File: config.mk
export PLATFORM = sky130hd
export DESIGN_NAME = pdc_channel
export DESIGN_NICKNAME = d
export VERILOG_FILES = /design/src/pdc_pkg.sv /design/src/pdc_channel.sv
export SDC_FILE = /design/constraint.sdc
export NUM_CORES = 1
export LEC_CHECK = 0
export BUFFER_PORTS_ARGS = -buffer_cell sky130_fd_sc_hd__buf_4
export CAP_MARGIN = 25
export CORE_MARGIN = 4
export CORE_UTILIZATION = 40
export DETAILED_ROUTE_END_ITERATION = 10
export SYNTH_ARGS = -nofsm -noshare
export SYNTH_HDL_FRONTEND = slang
export SYNTH_SLANG_ARGS = --single-unit
File: constraint.sdc
create_clock -name clk_in -period 12.05 [get_ports clk_in]
set_clock_uncertainty 0.2 [all_clocks]
set_input_delay 0.6025 -clock clk_in [delete_from_list [all_inputs] [get_ports clk_in]]
set_output_delay 0.6025 -clock clk_in [all_outputs]
set_load 0.01 [all_outputs]
File: src/pdc_pkg.sv
package pdc_pkg;

    // register map of the channel, word aligned byte addresses
    localparam logic [7:0] REG_CTRL_ADDR      = 8'h00;
    localparam logic [7:0] REG_NEXT_PTR_ADDR  = 8'h04;
    localparam logic [7:0] REG_CUR_CMD_ADDR   = 8'h08;
    localparam logic [7:0] REG_SEMA_ADDR      = 8'h0c;
    localparam logic [7:0] REG_STATUS_ADDR    = 8'h10;
    localparam logic [7:0] REG_MASK_ADDR      = 8'h14;
    localparam logic [7:0] REG_BUF_ADDR_ADDR  = 8'h18;

    // control and status fields
    localparam int CTRL_START_BIT   = 0;
    localparam int CTRL_BUSY_BIT    = 1;
    localparam int STAT_DONE_BIT    = 0;
    localparam int STAT_BAD_BIT     = 1;
    localparam int STAT_W           = 2;

    // channel_current_command fields
    localparam int CMD_COUNT_LSB    = 16;
    localparam int CMD_COUNT_MSB    = 31;
    localparam int CMD_PIO_LSB      = 12;
    localparam int CMD_PIO_MSB      = 15;
    localparam int CMD_WAIT_BIT     = 7;
    localparam int CMD_SEMA_BIT     = 6;
    localparam int CMD_IRQ_BIT      = 3;
    localparam int CMD_CHAIN_BIT    = 2;
    localparam int CMD_TYPE_LSB     = 0;
    localparam int CMD_TYPE_MSB     = 1;
    localparam logic [31:0] CMD_VALID_MASK = 32'hffff_f0cf;

    // descriptor layout in memory, word index
    localparam logic [1:0] DESC_NEXT_IDX = 2'h0;
    localparam logic [1:0] DESC_CMD_IDX  = 2'h1;
    localparam logic [1:0] DESC_BUF_IDX  = 2'h2;
    localparam logic [31:0] DESC_PIO_OFFSET = 32'h0000_000c;
    localparam logic [31:0] WORD_BYTES      = 32'h0000_0004;

    // attached_peripheral register addresses
    localparam logic [31:0] PERIPH_BASE_PIO_ADDR = 32'h0000_0000;
    localparam logic [31:0] PERIPH_DATA_ADDR     = 32'h0000_0010;

    localparam logic [16:0] FULL_COUNT_BYTES = 17'h1_0000;
    localparam logic [16:0] WORD_COUNT_BYTES = 17'h0_0004;

    typedef enum logic [1:0] {
        OP_PIO_ONLY = 2'b00,
        OP_P2M      = 2'b01,
        OP_M2P      = 2'b10,
        OP_RSVD     = 2'b11
    } pdc_op_type;

    typedef enum logic [3:0] {
        ST_IDLE     = 4'b0000,
        ST_FETCH    = 4'b0001,
        ST_PIO_RD   = 4'b0010,
        ST_PIO_WR   = 4'b0011,
        ST_XFER_SRC = 4'b0100,
        ST_XFER_DST = 4'b0101,
        ST_WAIT_END = 4'b0110,
        ST_FINISH   = 4'b0111,
        ST_STALL    = 4'b1000
    } pdc_state_type;

endpackage

module pdc_semaphore #(
    parameter int SEMA_W = 8
) (
    input  wire logic              clk_in,
    input  wire logic              rst_in,
    input  wire logic              inc_in,
    input  wire logic [SEMA_W-1:0] inc_amount_in,
    input  wire logic              dec_in,
    output logic      [SEMA_W-1:0] count_out,
    output logic                   next_zero_out
);
    logic [SEMA_W-1:0] count;
    logic [SEMA_W-1:0] next_count;

    generate
        if (SEMA_W < 1 || SEMA_W > 16) begin : g_bad_w
            $error("pdc_semaphore: SEMA_W must be 1..16");
        end
    endgenerate

    // increment and decrement in one cycle both count; no underflow
    always_comb begin
        next_count = count + (inc_in ? inc_amount_in : '0);
        if (dec_in && next_count != '0) begin
            next_count = next_count - 1'b1;
        end
    end

    always_ff @(posedge clk_in or posedge rst_in) begin
        if (rst_in) begin
            count <= '0;
        end else begin
            count <= next_count;
        end
    end

    assign count_out     = count;
    assign next_zero_out = (next_count == '0);
endmodule

File: src/pdc_channel.sv
// The implementer's own choices: the address map and the plain strobed port.
module pdc_channel
    import pdc_pkg::*;
#(
    parameter int SEMA_W = 8
) (
    input  wire logic        clk_in,
    input  wire logic        rst_in,
    input  wire logic [7:0]  reg_addr_in,
    input  wire logic [31:0] reg_wdata_in,
    input  wire logic        reg_wr_in,
    input  wire logic        reg_rd_in,
    output logic      [31:0] reg_rdata_out,
    output logic             mem_req_out,
    output logic             mem_we_out,
    output logic      [31:0] mem_addr_out,
    output logic      [31:0] mem_wdata_out,
    input  wire logic        mem_ready_in,
    input  wire logic [31:0] mem_rdata_in,
    output logic             per_req_out,
    output logic             per_we_out,
    output logic      [31:0] per_addr_out,
    output logic      [31:0] per_wdata_out,
    input  wire logic        per_ready_in,
    input  wire logic [31:0] per_rdata_in,
    input  wire logic        per_end_cmd_in,
    output logic             irq_out
);
    import pdc_pkg::*;

    pdc_state_type     state;
    logic [31:0]       next_command_pointer;
    logic [31:0]       channel_current_command;
    logic [31:0]       buf_addr;
    logic [31:0]       data_word;
    logic [1:0]        fetch_idx;
    logic [3:0]        pio_idx;
    logic [16:0]       rem_bytes;
    logic [STAT_W-1:0] status;
    logic [STAT_W-1:0] mask;
    logic [STAT_W-1:0] evt;
    logic [SEMA_W-1:0] sema_count;
    logic              sema_next_zero;
    logic              sema_inc;
    logic              sema_dec;
    logic              start_req;
    pdc_op_type        op;
    logic [3:0]        pio_word_count;
    logic [15:0]       byte_count;
    logic              wait_peripheral_done;
    logic              sema_en;
    logic              irq_on_finish;
    logic              chain;

    assign op                   = pdc_op_type'(channel_current_command[CMD_TYPE_MSB:CMD_TYPE_LSB]);
    assign pio_word_count       = channel_current_command[CMD_PIO_MSB:CMD_PIO_LSB];
    assign byte_count           = channel_current_command[CMD_COUNT_MSB:CMD_COUNT_LSB];
    assign wait_peripheral_done = channel_current_command[CMD_WAIT_BIT];
    assign sema_en              = channel_current_command[CMD_SEMA_BIT];
    assign irq_on_finish        = channel_current_command[CMD_IRQ_BIT];
    assign chain                = channel_current_command[CMD_CHAIN_BIT];

    assign start_req = reg_wr_in && reg_addr_in == REG_CTRL_ADDR && reg_wdata_in[CTRL_START_BIT];
    assign sema_inc  = reg_wr_in && reg_addr_in == REG_SEMA_ADDR;
    assign sema_dec  = state == ST_FINISH && sema_en;

    pdc_semaphore #(
        .SEMA_W (SEMA_W)
    ) u_sema (
        .clk_in        (clk_in),
        .rst_in        (rst_in),
        .inc_in        (sema_inc),
        .inc_amount_in (reg_wdata_in[SEMA_W-1:0]),
        .dec_in        (sema_dec),
        .count_out     (sema_count),
        .next_zero_out (sema_next_zero)
    );

    // handshake outputs follow the state directly
    assign mem_req_out = state == ST_FETCH || state == ST_PIO_RD
                      || (state == ST_XFER_SRC && op == OP_M2P)
                      || (state == ST_XFER_DST && op == OP_P2M);
    assign mem_we_out  = state == ST_XFER_DST;
    assign per_req_out = state == ST_PIO_WR
                      || (state == ST_XFER_SRC && op == OP_P2M)
                      || (state == ST_XFER_DST && op == OP_M2P);
    assign per_we_out  = state != ST_XFER_SRC;
    assign mem_wdata_out = data_word;
    assign per_wdata_out = data_word;

    // data phase entry shared by the fetch and pio paths
    function automatic pdc_state_type after_pio(input pdc_op_type o);
        if (o == OP_P2M || o == OP_M2P) begin
            after_pio = ST_XFER_SRC;
        end else begin
            after_pio = ST_WAIT_END;
        end
    endfunction

    always_ff @(posedge clk_in or posedge rst_in) begin
        if (rst_in) begin
            state                   <= ST_IDLE;
            fetch_idx               <= '0;
            pio_idx                 <= '0;
            rem_bytes               <= '0;
            mem_addr_out            <= '0;
            per_addr_out            <= '0;
            data_word               <= '0;
            buf_addr                <= '0;
            channel_current_command <= '0;
            next_command_pointer    <= '0;
        end else begin
            if (reg_wr_in && reg_addr_in == REG_NEXT_PTR_ADDR && state == ST_IDLE) begin
                next_command_pointer <= reg_wdata_in;
            end
            case (state)
                ST_IDLE: begin
                    if (start_req) begin
                        state        <= ST_FETCH;
                        fetch_idx    <= DESC_NEXT_IDX;
                        mem_addr_out <= next_command_pointer;
                    end
                end
                ST_FETCH: begin
                    if (mem_ready_in) begin
                        mem_addr_out <= mem_addr_out + WORD_BYTES;
                        fetch_idx    <= fetch_idx + 2'h1;
                        if (fetch_idx == DESC_NEXT_IDX) begin
                            next_command_pointer <= mem_rdata_in;
                        end else if (fetch_idx == DESC_CMD_IDX) begin
                            channel_current_command <= mem_rdata_in & CMD_VALID_MASK;
                        end else begin
                            buf_addr <= mem_rdata_in;
                            pio_idx  <= '0;
                            per_addr_out <= PERIPH_BASE_PIO_ADDR;
                            // zero count means 64 kbytes
                            rem_bytes <= (byte_count == '0) ? FULL_COUNT_BYTES : {1'b0, byte_count};
                            if (pio_word_count != '0) begin
                                state <= ST_PIO_RD;
                            end else begin
                                state <= after_pio(op);
                                per_addr_out <= PERIPH_DATA_ADDR;
                                mem_addr_out <= mem_rdata_in;
                            end
                        end
                    end
                end
                ST_PIO_RD: begin
                    if (mem_ready_in) begin
                        data_word <= mem_rdata_in;
                        state     <= ST_PIO_WR;
                    end
                end
                ST_PIO_WR: begin
                    if (per_ready_in) begin
                        pio_idx <= pio_idx + 4'h1;
                        if (pio_idx + 4'h1 == pio_word_count) begin
                            state        <= after_pio(op);
                            per_addr_out <= PERIPH_DATA_ADDR;
                            mem_addr_out <= buf_addr;
                        end else begin
                            state        <= ST_PIO_RD;
                            mem_addr_out <= mem_addr_out + WORD_BYTES;
                            per_addr_out <= per_addr_out + WORD_BYTES;
                        end
                    end
                end
                ST_XFER_SRC: begin
                    if ((op == OP_P2M && per_ready_in) || (op == OP_M2P && mem_ready_in)) begin
                        data_word <= (op == OP_P2M) ? per_rdata_in : mem_rdata_in;
                        state     <= ST_XFER_DST;
                    end
                end
                ST_XFER_DST: begin
                    if ((op == OP_P2M && mem_ready_in) || (op == OP_M2P && per_ready_in)) begin
                        mem_addr_out <= mem_addr_out + WORD_BYTES;
                        // a last partial word still moves as a whole word
                        if (rem_bytes <= WORD_COUNT_BYTES) begin
                            rem_bytes <= '0;
                            state     <= ST_WAIT_END;
                        end else begin
                            rem_bytes <= rem_bytes - WORD_COUNT_BYTES;
                            state     <= ST_XFER_SRC;
                        end
                    end
                end
                ST_WAIT_END: begin
                    if (!wait_peripheral_done || per_end_cmd_in) begin
                        state <= ST_FINISH;
                    end
                end
                ST_FINISH: begin
                    if (sema_en && sema_next_zero) begin
                        state <= ST_STALL;
                    end else if (chain) begin
                        state        <= ST_FETCH;
                        fetch_idx    <= DESC_NEXT_IDX;
                        mem_addr_out <= next_command_pointer;
                    end else begin
                        state <= ST_IDLE;
                    end
                end
                ST_STALL: begin
                    if (sema_count != '0) begin
                        if (chain) begin
                            state        <= ST_FETCH;
                            fetch_idx    <= DESC_NEXT_IDX;
                            mem_addr_out <= next_command_pointer;
                        end else begin
                            state <= ST_IDLE;
                        end
                    end
                end
                default: begin
                    state <= ST_IDLE;
                end
            endcase
        end
    end

    // sticky status, set wins over a same-cycle clear
    assign evt[STAT_DONE_BIT] = state == ST_FINISH && irq_on_finish;
    assign evt[STAT_BAD_BIT]  = state == ST_FINISH && op == OP_RSVD;

    always_ff @(posedge clk_in or posedge rst_in) begin
        if (rst_in) begin
            status <= '0;
        end else if (reg_wr_in && reg_addr_in == REG_STATUS_ADDR) begin
            status <= (status & ~reg_wdata_in[STAT_W-1:0]) | evt;
        end else begin
            status <= status | evt;
        end
    end

    always_ff @(posedge clk_in or posedge rst_in) begin
        if (rst_in) begin
            mask <= '0;
        end else if (reg_wr_in && reg_addr_in == REG_MASK_ADDR) begin
            mask <= reg_wdata_in[STAT_W-1:0];
        end
    end

    assign irq_out = |(status & mask);

    always_ff @(posedge clk_in or posedge rst_in) begin
        if (rst_in) begin
            reg_rdata_out <= '0;
        end else if (!reg_rd_in) begin
            reg_rdata_out <= '0;
        end else if (reg_addr_in == REG_CTRL_ADDR) begin
            reg_rdata_out <= 32'(state != ST_IDLE) << CTRL_BUSY_BIT;
        end else if (reg_addr_in == REG_NEXT_PTR_ADDR) begin
            reg_rdata_out <= next_command_pointer;
        end else if (reg_addr_in == REG_CUR_CMD_ADDR) begin
            reg_rdata_out <= channel_current_command;
        end else if (reg_addr_in == REG_SEMA_ADDR) begin
            reg_rdata_out <= 32'(sema_count);
        end else if (reg_addr_in == REG_STATUS_ADDR) begin
            reg_rdata_out <= 32'(status);
        end else if (reg_addr_in == REG_MASK_ADDR) begin
            reg_rdata_out <= 32'(mask);
        end else if (reg_addr_in == REG_BUF_ADDR_ADDR) begin
            reg_rdata_out <= buf_addr;
        end else begin
            reg_rdata_out <= '0;
        end
    end

    // checks
    a_wait_end_hold: assert property (@(posedge clk_in) disable iff (rst_in)
        state == ST_WAIT_END && wait_peripheral_done && !per_end_cmd_in |=> state == ST_WAIT_END)
        else $error("left wait before peripheral end");

    a_sema_dec_one: assert property (@(posedge clk_in) disable iff (rst_in)
        state == ST_FINISH && sema_en && !sema_inc && sema_count != '0
        |=> sema_count == $past(sema_count) - 1'b1)
        else $error("semaphore not decremented");

    a_stall_hold: assert property (@(posedge clk_in) disable iff (rst_in)
        state == ST_STALL && sema_count == '0 && !sema_inc |=> state == ST_STALL)
        else $error("stall left with zero semaphore");

    a_irq_status_set: assert property (@(posedge clk_in) disable iff (rst_in)
        state == ST_FINISH && irq_on_finish |=> status[STAT_DONE_BIT] && (!mask[STAT_DONE_BIT] || irq_out))
        else $error("completion status not set");

    a_chain_fetch: assert property (@(posedge clk_in) disable iff (rst_in)
        state == ST_FINISH && chain && !(sema_en && sema_next_zero)
        |=> state == ST_FETCH && mem_addr_out == next_command_pointer && mem_req_out && !mem_we_out)
        else $error("chain did not fetch next descriptor");

    a_pio_only_nodata: assert property (@(posedge clk_in) disable iff (rst_in)
        (op == OP_PIO_ONLY || op == OP_RSVD) |-> !(state == ST_XFER_SRC || state == ST_XFER_DST))
        else $error("data moved for non-transfer command");

    a_p2m_direction: assert property (@(posedge clk_in) disable iff (rst_in)
        state == ST_XFER_SRC && op == OP_P2M |-> per_req_out && !per_we_out && !mem_req_out
        && per_addr_out == PERIPH_DATA_ADDR)
        else $error("p2m source is not a peripheral read");

    a_m2p_direction: assert property (@(posedge clk_in) disable iff (rst_in)
        state == ST_XFER_DST && op == OP_M2P |-> per_req_out && per_we_out && !mem_req_out)
        else $error("m2p sink is not a peripheral write");

    a_zero_count_full: assert property (@(posedge clk_in) disable iff (rst_in)
        state == ST_FETCH && fetch_idx == DESC_BUF_IDX && mem_ready_in && byte_count == '0
        |=> rem_bytes == FULL_COUNT_BYTES)
        else $error("zero byte count not taken as 64k");

    a_pio_first: assert property (@(posedge clk_in) disable iff (rst_in)
        state == ST_FETCH && fetch_idx == DESC_BUF_IDX && mem_ready_in && pio_word_count != '0
        |=> state == ST_PIO_RD ##1 (state == ST_PIO_RD || state == ST_PIO_WR))
        else $error("pio words not sent first");

    a_idle_quiet: assert property (@(posedge clk_in) disable iff (rst_in)
        state == ST_IDLE && !start_req |=> state == ST_IDLE && !mem_req_out && !per_req_out)
        else $error("idle channel moved without restart");

    a_reserved_zero: assert property (@(posedge clk_in) disable iff (rst_in)
        (channel_current_command & ~CMD_VALID_MASK) == '0)
        else $error("reserved command bits set");

    c_chain_taken: cover property (@(posedge clk_in) disable iff (rst_in)
        state == ST_FINISH && chain ##1 state == ST_FETCH);
    c_stall_resume: cover property (@(posedge clk_in) disable iff (rst_in)
        state == ST_STALL ##1 state != ST_STALL);
    c_p2m_word: cover property (@(posedge clk_in) disable iff (rst_in)
        state == ST_XFER_DST && op == OP_P2M && mem_ready_in);
    c_wait_end: cover property (@(posedge clk_in) disable iff (rst_in)
        state == ST_WAIT_END && wait_peripheral_done && per_end_cmd_in);
endmodule

==> summary.txt <==
CTS
  • Post-CTS Setup Repair Bufs: 0
  • Cts hold-fix bufs: 0
  • Worst-case clock buffer depth: 3
  • Worst skew pair latency: approximately 570 ps
  • Clk sink count: approximately 260
  • CTS clk-pin slew, worst paths: 60 ps
  • Post-cts resize count: 0
  • CTS buffer count: 29
  • CTS tree: yes
  • H-tree levels: 1
  • Clock root buffer master: clkbuf_16

Layout
  • Area of the multi-input gates: 6729 sq um
  • # fillers: roughly 3200
  • Nets: about 1800
  • Share of cells above drive strength 1: about 22%
  • Reg area: 6381 sq um
  • Most common cell after layout, fill and taps aside: buf_4
  • Final core occ: between 50 and 60%
  • Area grow syn2layout: 23.67%
  • Most frequent cells in the layout: buf_4, dfrtp_1, nand2_1, nor2_1, o21ai_0

Drt
  • Drt total wl: about 47000 um
  • Wire length per cell: 21.73 um
  • Number of vias per cell: between 5 and 6
  • Via Count: ~12000
  • Initial DRC count: around 1300
  • DRT antenna net count: 0
  • Drt drc: 0
  • Pre-antenna DRT Iters: 7

Logic synthesis
  • Main combinational cell family by area after synthesis: simple AND/OR/NAND/NOR gates
  • Post-synthesis sequential area ratio: a little under half
  • Area contributors post-synth: dfrtp_1, nand2_1, mux2i_1, o21ai_0, nor2_1
  • Area leader, netlist: dfrtp_1
  • Number of enable flip-flop cells after synthesis: 0
  • Post-synth top area share: approximately 46%
  • Post-synthesis xor/xnor area fraction: around 3.2%
  • Syn. warnings: 0
  • Post-synth ARST share: between 90% and 100%
  • #FFs+latches synth: roughly 260
  • Post-Syn Instances: roughly 1500
  • Synth Area in Simple Gates: a little under a fifth
  • Synth Area in Compound Gates: roughly 16%
  • Syn Std Cell Area: around 14000 sq um
  • Syn_area_per_cell: roughly 9 sq um
  • Adder-Cell Fraction of Synth Area: under 10%
  • Ys flop type: dfrtp_1
  • Number of library cell types mapped by synthesis: just over 70
  • Mux contribution to synthesized area: 8.398%

Worst setup path
  • Setup CP Type: in -> reg
  • Reg2reg start: u_sema.count_out[0]$_DFF_PP0_
  • Crit path DAT: roughly 6300 ps
  • Crit-path cells: buf_4, nor4_4, nand2_1, nor2_1, nand3_1, fa_1, nand2b_1, a21o_1, a211oi_2, nand2_1, or4b_4, mux2_4, o2111ai_2, buf_4, and2_1, buf_4, mux2_1
  • RR Endpoint: mem_addr_out[27]$_DFFE_PP0P_
  • Worst path max stage delay: ~760 ps
  • Worst setup EP type: flop
  • Worst Reg2Reg Path Length in Cells: 14
  • CP max stage cell: nor2_1
  • R2r setup slk: slightly above 7000 ps
  • Req. time, crit path: ~12000 ps
  • Startpoint type of the worst setup path: primary input
  • Worst Path Max Fanout: 22
  • Critical Path Most Common Cell: buf_4

STA
  • Max-slew violations: 0
  • Period utilization: 50.17%
  • Final setup violation count: 0
  • Peak Freq: approximately 170 MHz
  • RSZ-0062 raised after global routing: false
  • Worst slew margin: about 30%
  • Final hold slack: -28.17 ps
  • Fin. Hold Viols: 10
  • Tightest Pin Transition: roughly 1100 ps
  • Period minus WS final: a little over 6000 ps
  • Setup_tns: 0 ps

Global routing
  • Vias in the first global route: around 12000
  • Global-route wire length before repair: about 72000 um
  • GRT overflow: 0
  • Largest net degree at the start of global routing: about 120
  • Tot GR Track Use: 23.95%
  • Initial antenna violation count: 2

Run status
  • Failing checks: hold timing
  • Run status: finished, violations left

Floorplanning
  • Die area: around 38000 sq um
  • Standard-cell rows: 67
  • # IOs: between 200 and 300
  • Initial core utilization: between 40 and 50%
  • Die height: 193.7 um
  • Die Wd: between 150 and 200 um
  • Core ar.: around 34000 sq um

Placement
  • Dpl hpwl: roughly 33000 um
  • RePlAce Congestion: 0.8946
  • IO buf count: 273

Worst hold path
  • Hold crit path type: in -> async

Pwr
  • Worst vdd rail ir drop: between 0.15 and 0.2 mV
  • Power, Total: just over 0.004 W
  • P_leak: a little under 8 nW
  • Pwr Density: between 200 and 250 nW/um^2

Run
  • Max Cap Viol: 0
synthesized netlist by cell type, types with 5 or more instances:
cell and count:
a22oi_1 35, mux2i_1 76, xnor2_1 21, a222oi_1 19, a22o_1 14, nor3_1 23
xor2_1 24, buf_4 35, nand2b_1 9, nand3_1 47, nand4_1 14, a31oi_1 9
a21oi_1 91, nor4_1 14, nand2_1 243, a221oi_1 20, nor2b_1 5, or3_1 13
nor2_1 126, and2_1 6, nor4b_1 5, mux2_1 5, o21ai_0 109, o31ai_1 12
ha_1 19, nand3b_1 6, and3_1 27, a21o_1 8, mux2_2 29, clkbuf_1 73
or2_2 5, inv_1 36, dfrtp_1 255
through the flow:
| stage | cell area, sq um | worst slack [ps] | hold slack [ps] | instances |
|---|---|---|---|---|
| after floorplan | 13800 | 4234 | 261.4 | 1500 |
| after global placement | 15990 | 5502 | 281.7 | 2120 |
| after detailed placement | 16020 | 5401 | 287.8 | 2122 |
| after CTS | 17010 | 5992 | 44.37 | 2175 |
| after global routing | 17060 | 5602 | 60.19 | 2178 |
| final | 17060 | 6005 | -28.17 | 2178 |
layer usage:
metal  routed length, um  global-route usage [%]  up-vias
met4                 932                   4.458        0
met3                3861                   4.587       52
met2               21390                   37.08      506
met1               21140                   35.46     6186
li1                    -                       -     5749
met5                   0                       0        -
how the worst max path moves through the flow:
stage	start	cells past startpoint	end
floorplan	rst_in	1	buf_addr[0]$_DFFE_PP0P_
global placement	reg_addr_in[4]	17	mem_addr_out[30]$_DFFE_PP0P_
detailed placement	reg_addr_in[4]	17	mem_addr_out[27]$_DFFE_PP0P_
CTS	reg_addr_in[4]	17	mem_addr_out[27]$_DFFE_PP0P_
global route	reg_addr_in[4]	17	mem_addr_out[30]$_DFFE_PP0P_
finish	reg_addr_in[4]	17	mem_addr_out[27]$_DFFE_PP0P_
registers in the layout, summed over array words and instances, names as in the netlist, 4 cells and up:
register,cells
mem_addr_out,32
next_command_pointer,32
buf_addr,32
rem_bytes,17
reg_rdata_out,32
u_sema.count_out,8
mem_wdata_out,32
state,4
per_addr_out,30
pio_idx,4
channel_current_command,26
layout make-up:
class                   instances  share of cell area, %
diodes                          1                0.01467
multi-input cells            1091                  39.44
clock inverters                 8                 0.9094
well taps                     448                  3.285
inverters                      36                 0.8360
repair buffers                294                  13.21
flip-flops and latches        255                  37.40
clock buffers                  45                  4.899
logic make-up after synthesis:
kind of cell | after synthesis
buf+inv | 154
compound gates | 353
xor+xnor | 47
other cells | 1
simple gates | 558
flops | 255
mux | 111
fa+ha+maj | 20
critical path, delay by kind of cell:
kind | cells | cell delay, ps
buffers and inverters | 3 | 810
and+or+nand+nor | 8 | 2910
AOI/OAI and AO/OA | 3 | 790
adders and majority gates | 1 | 480
muxes | 2 | 680
power breakdown:
group / switching [W] / internal [W]
Sequential: 0.000328 / 0.00114
Combinational: 0.000943 / 0.000701
Clock: 0.000369 / 0.000562
Total: 0.00164 / 0.00240
Power figures use the tool's default switching activity.
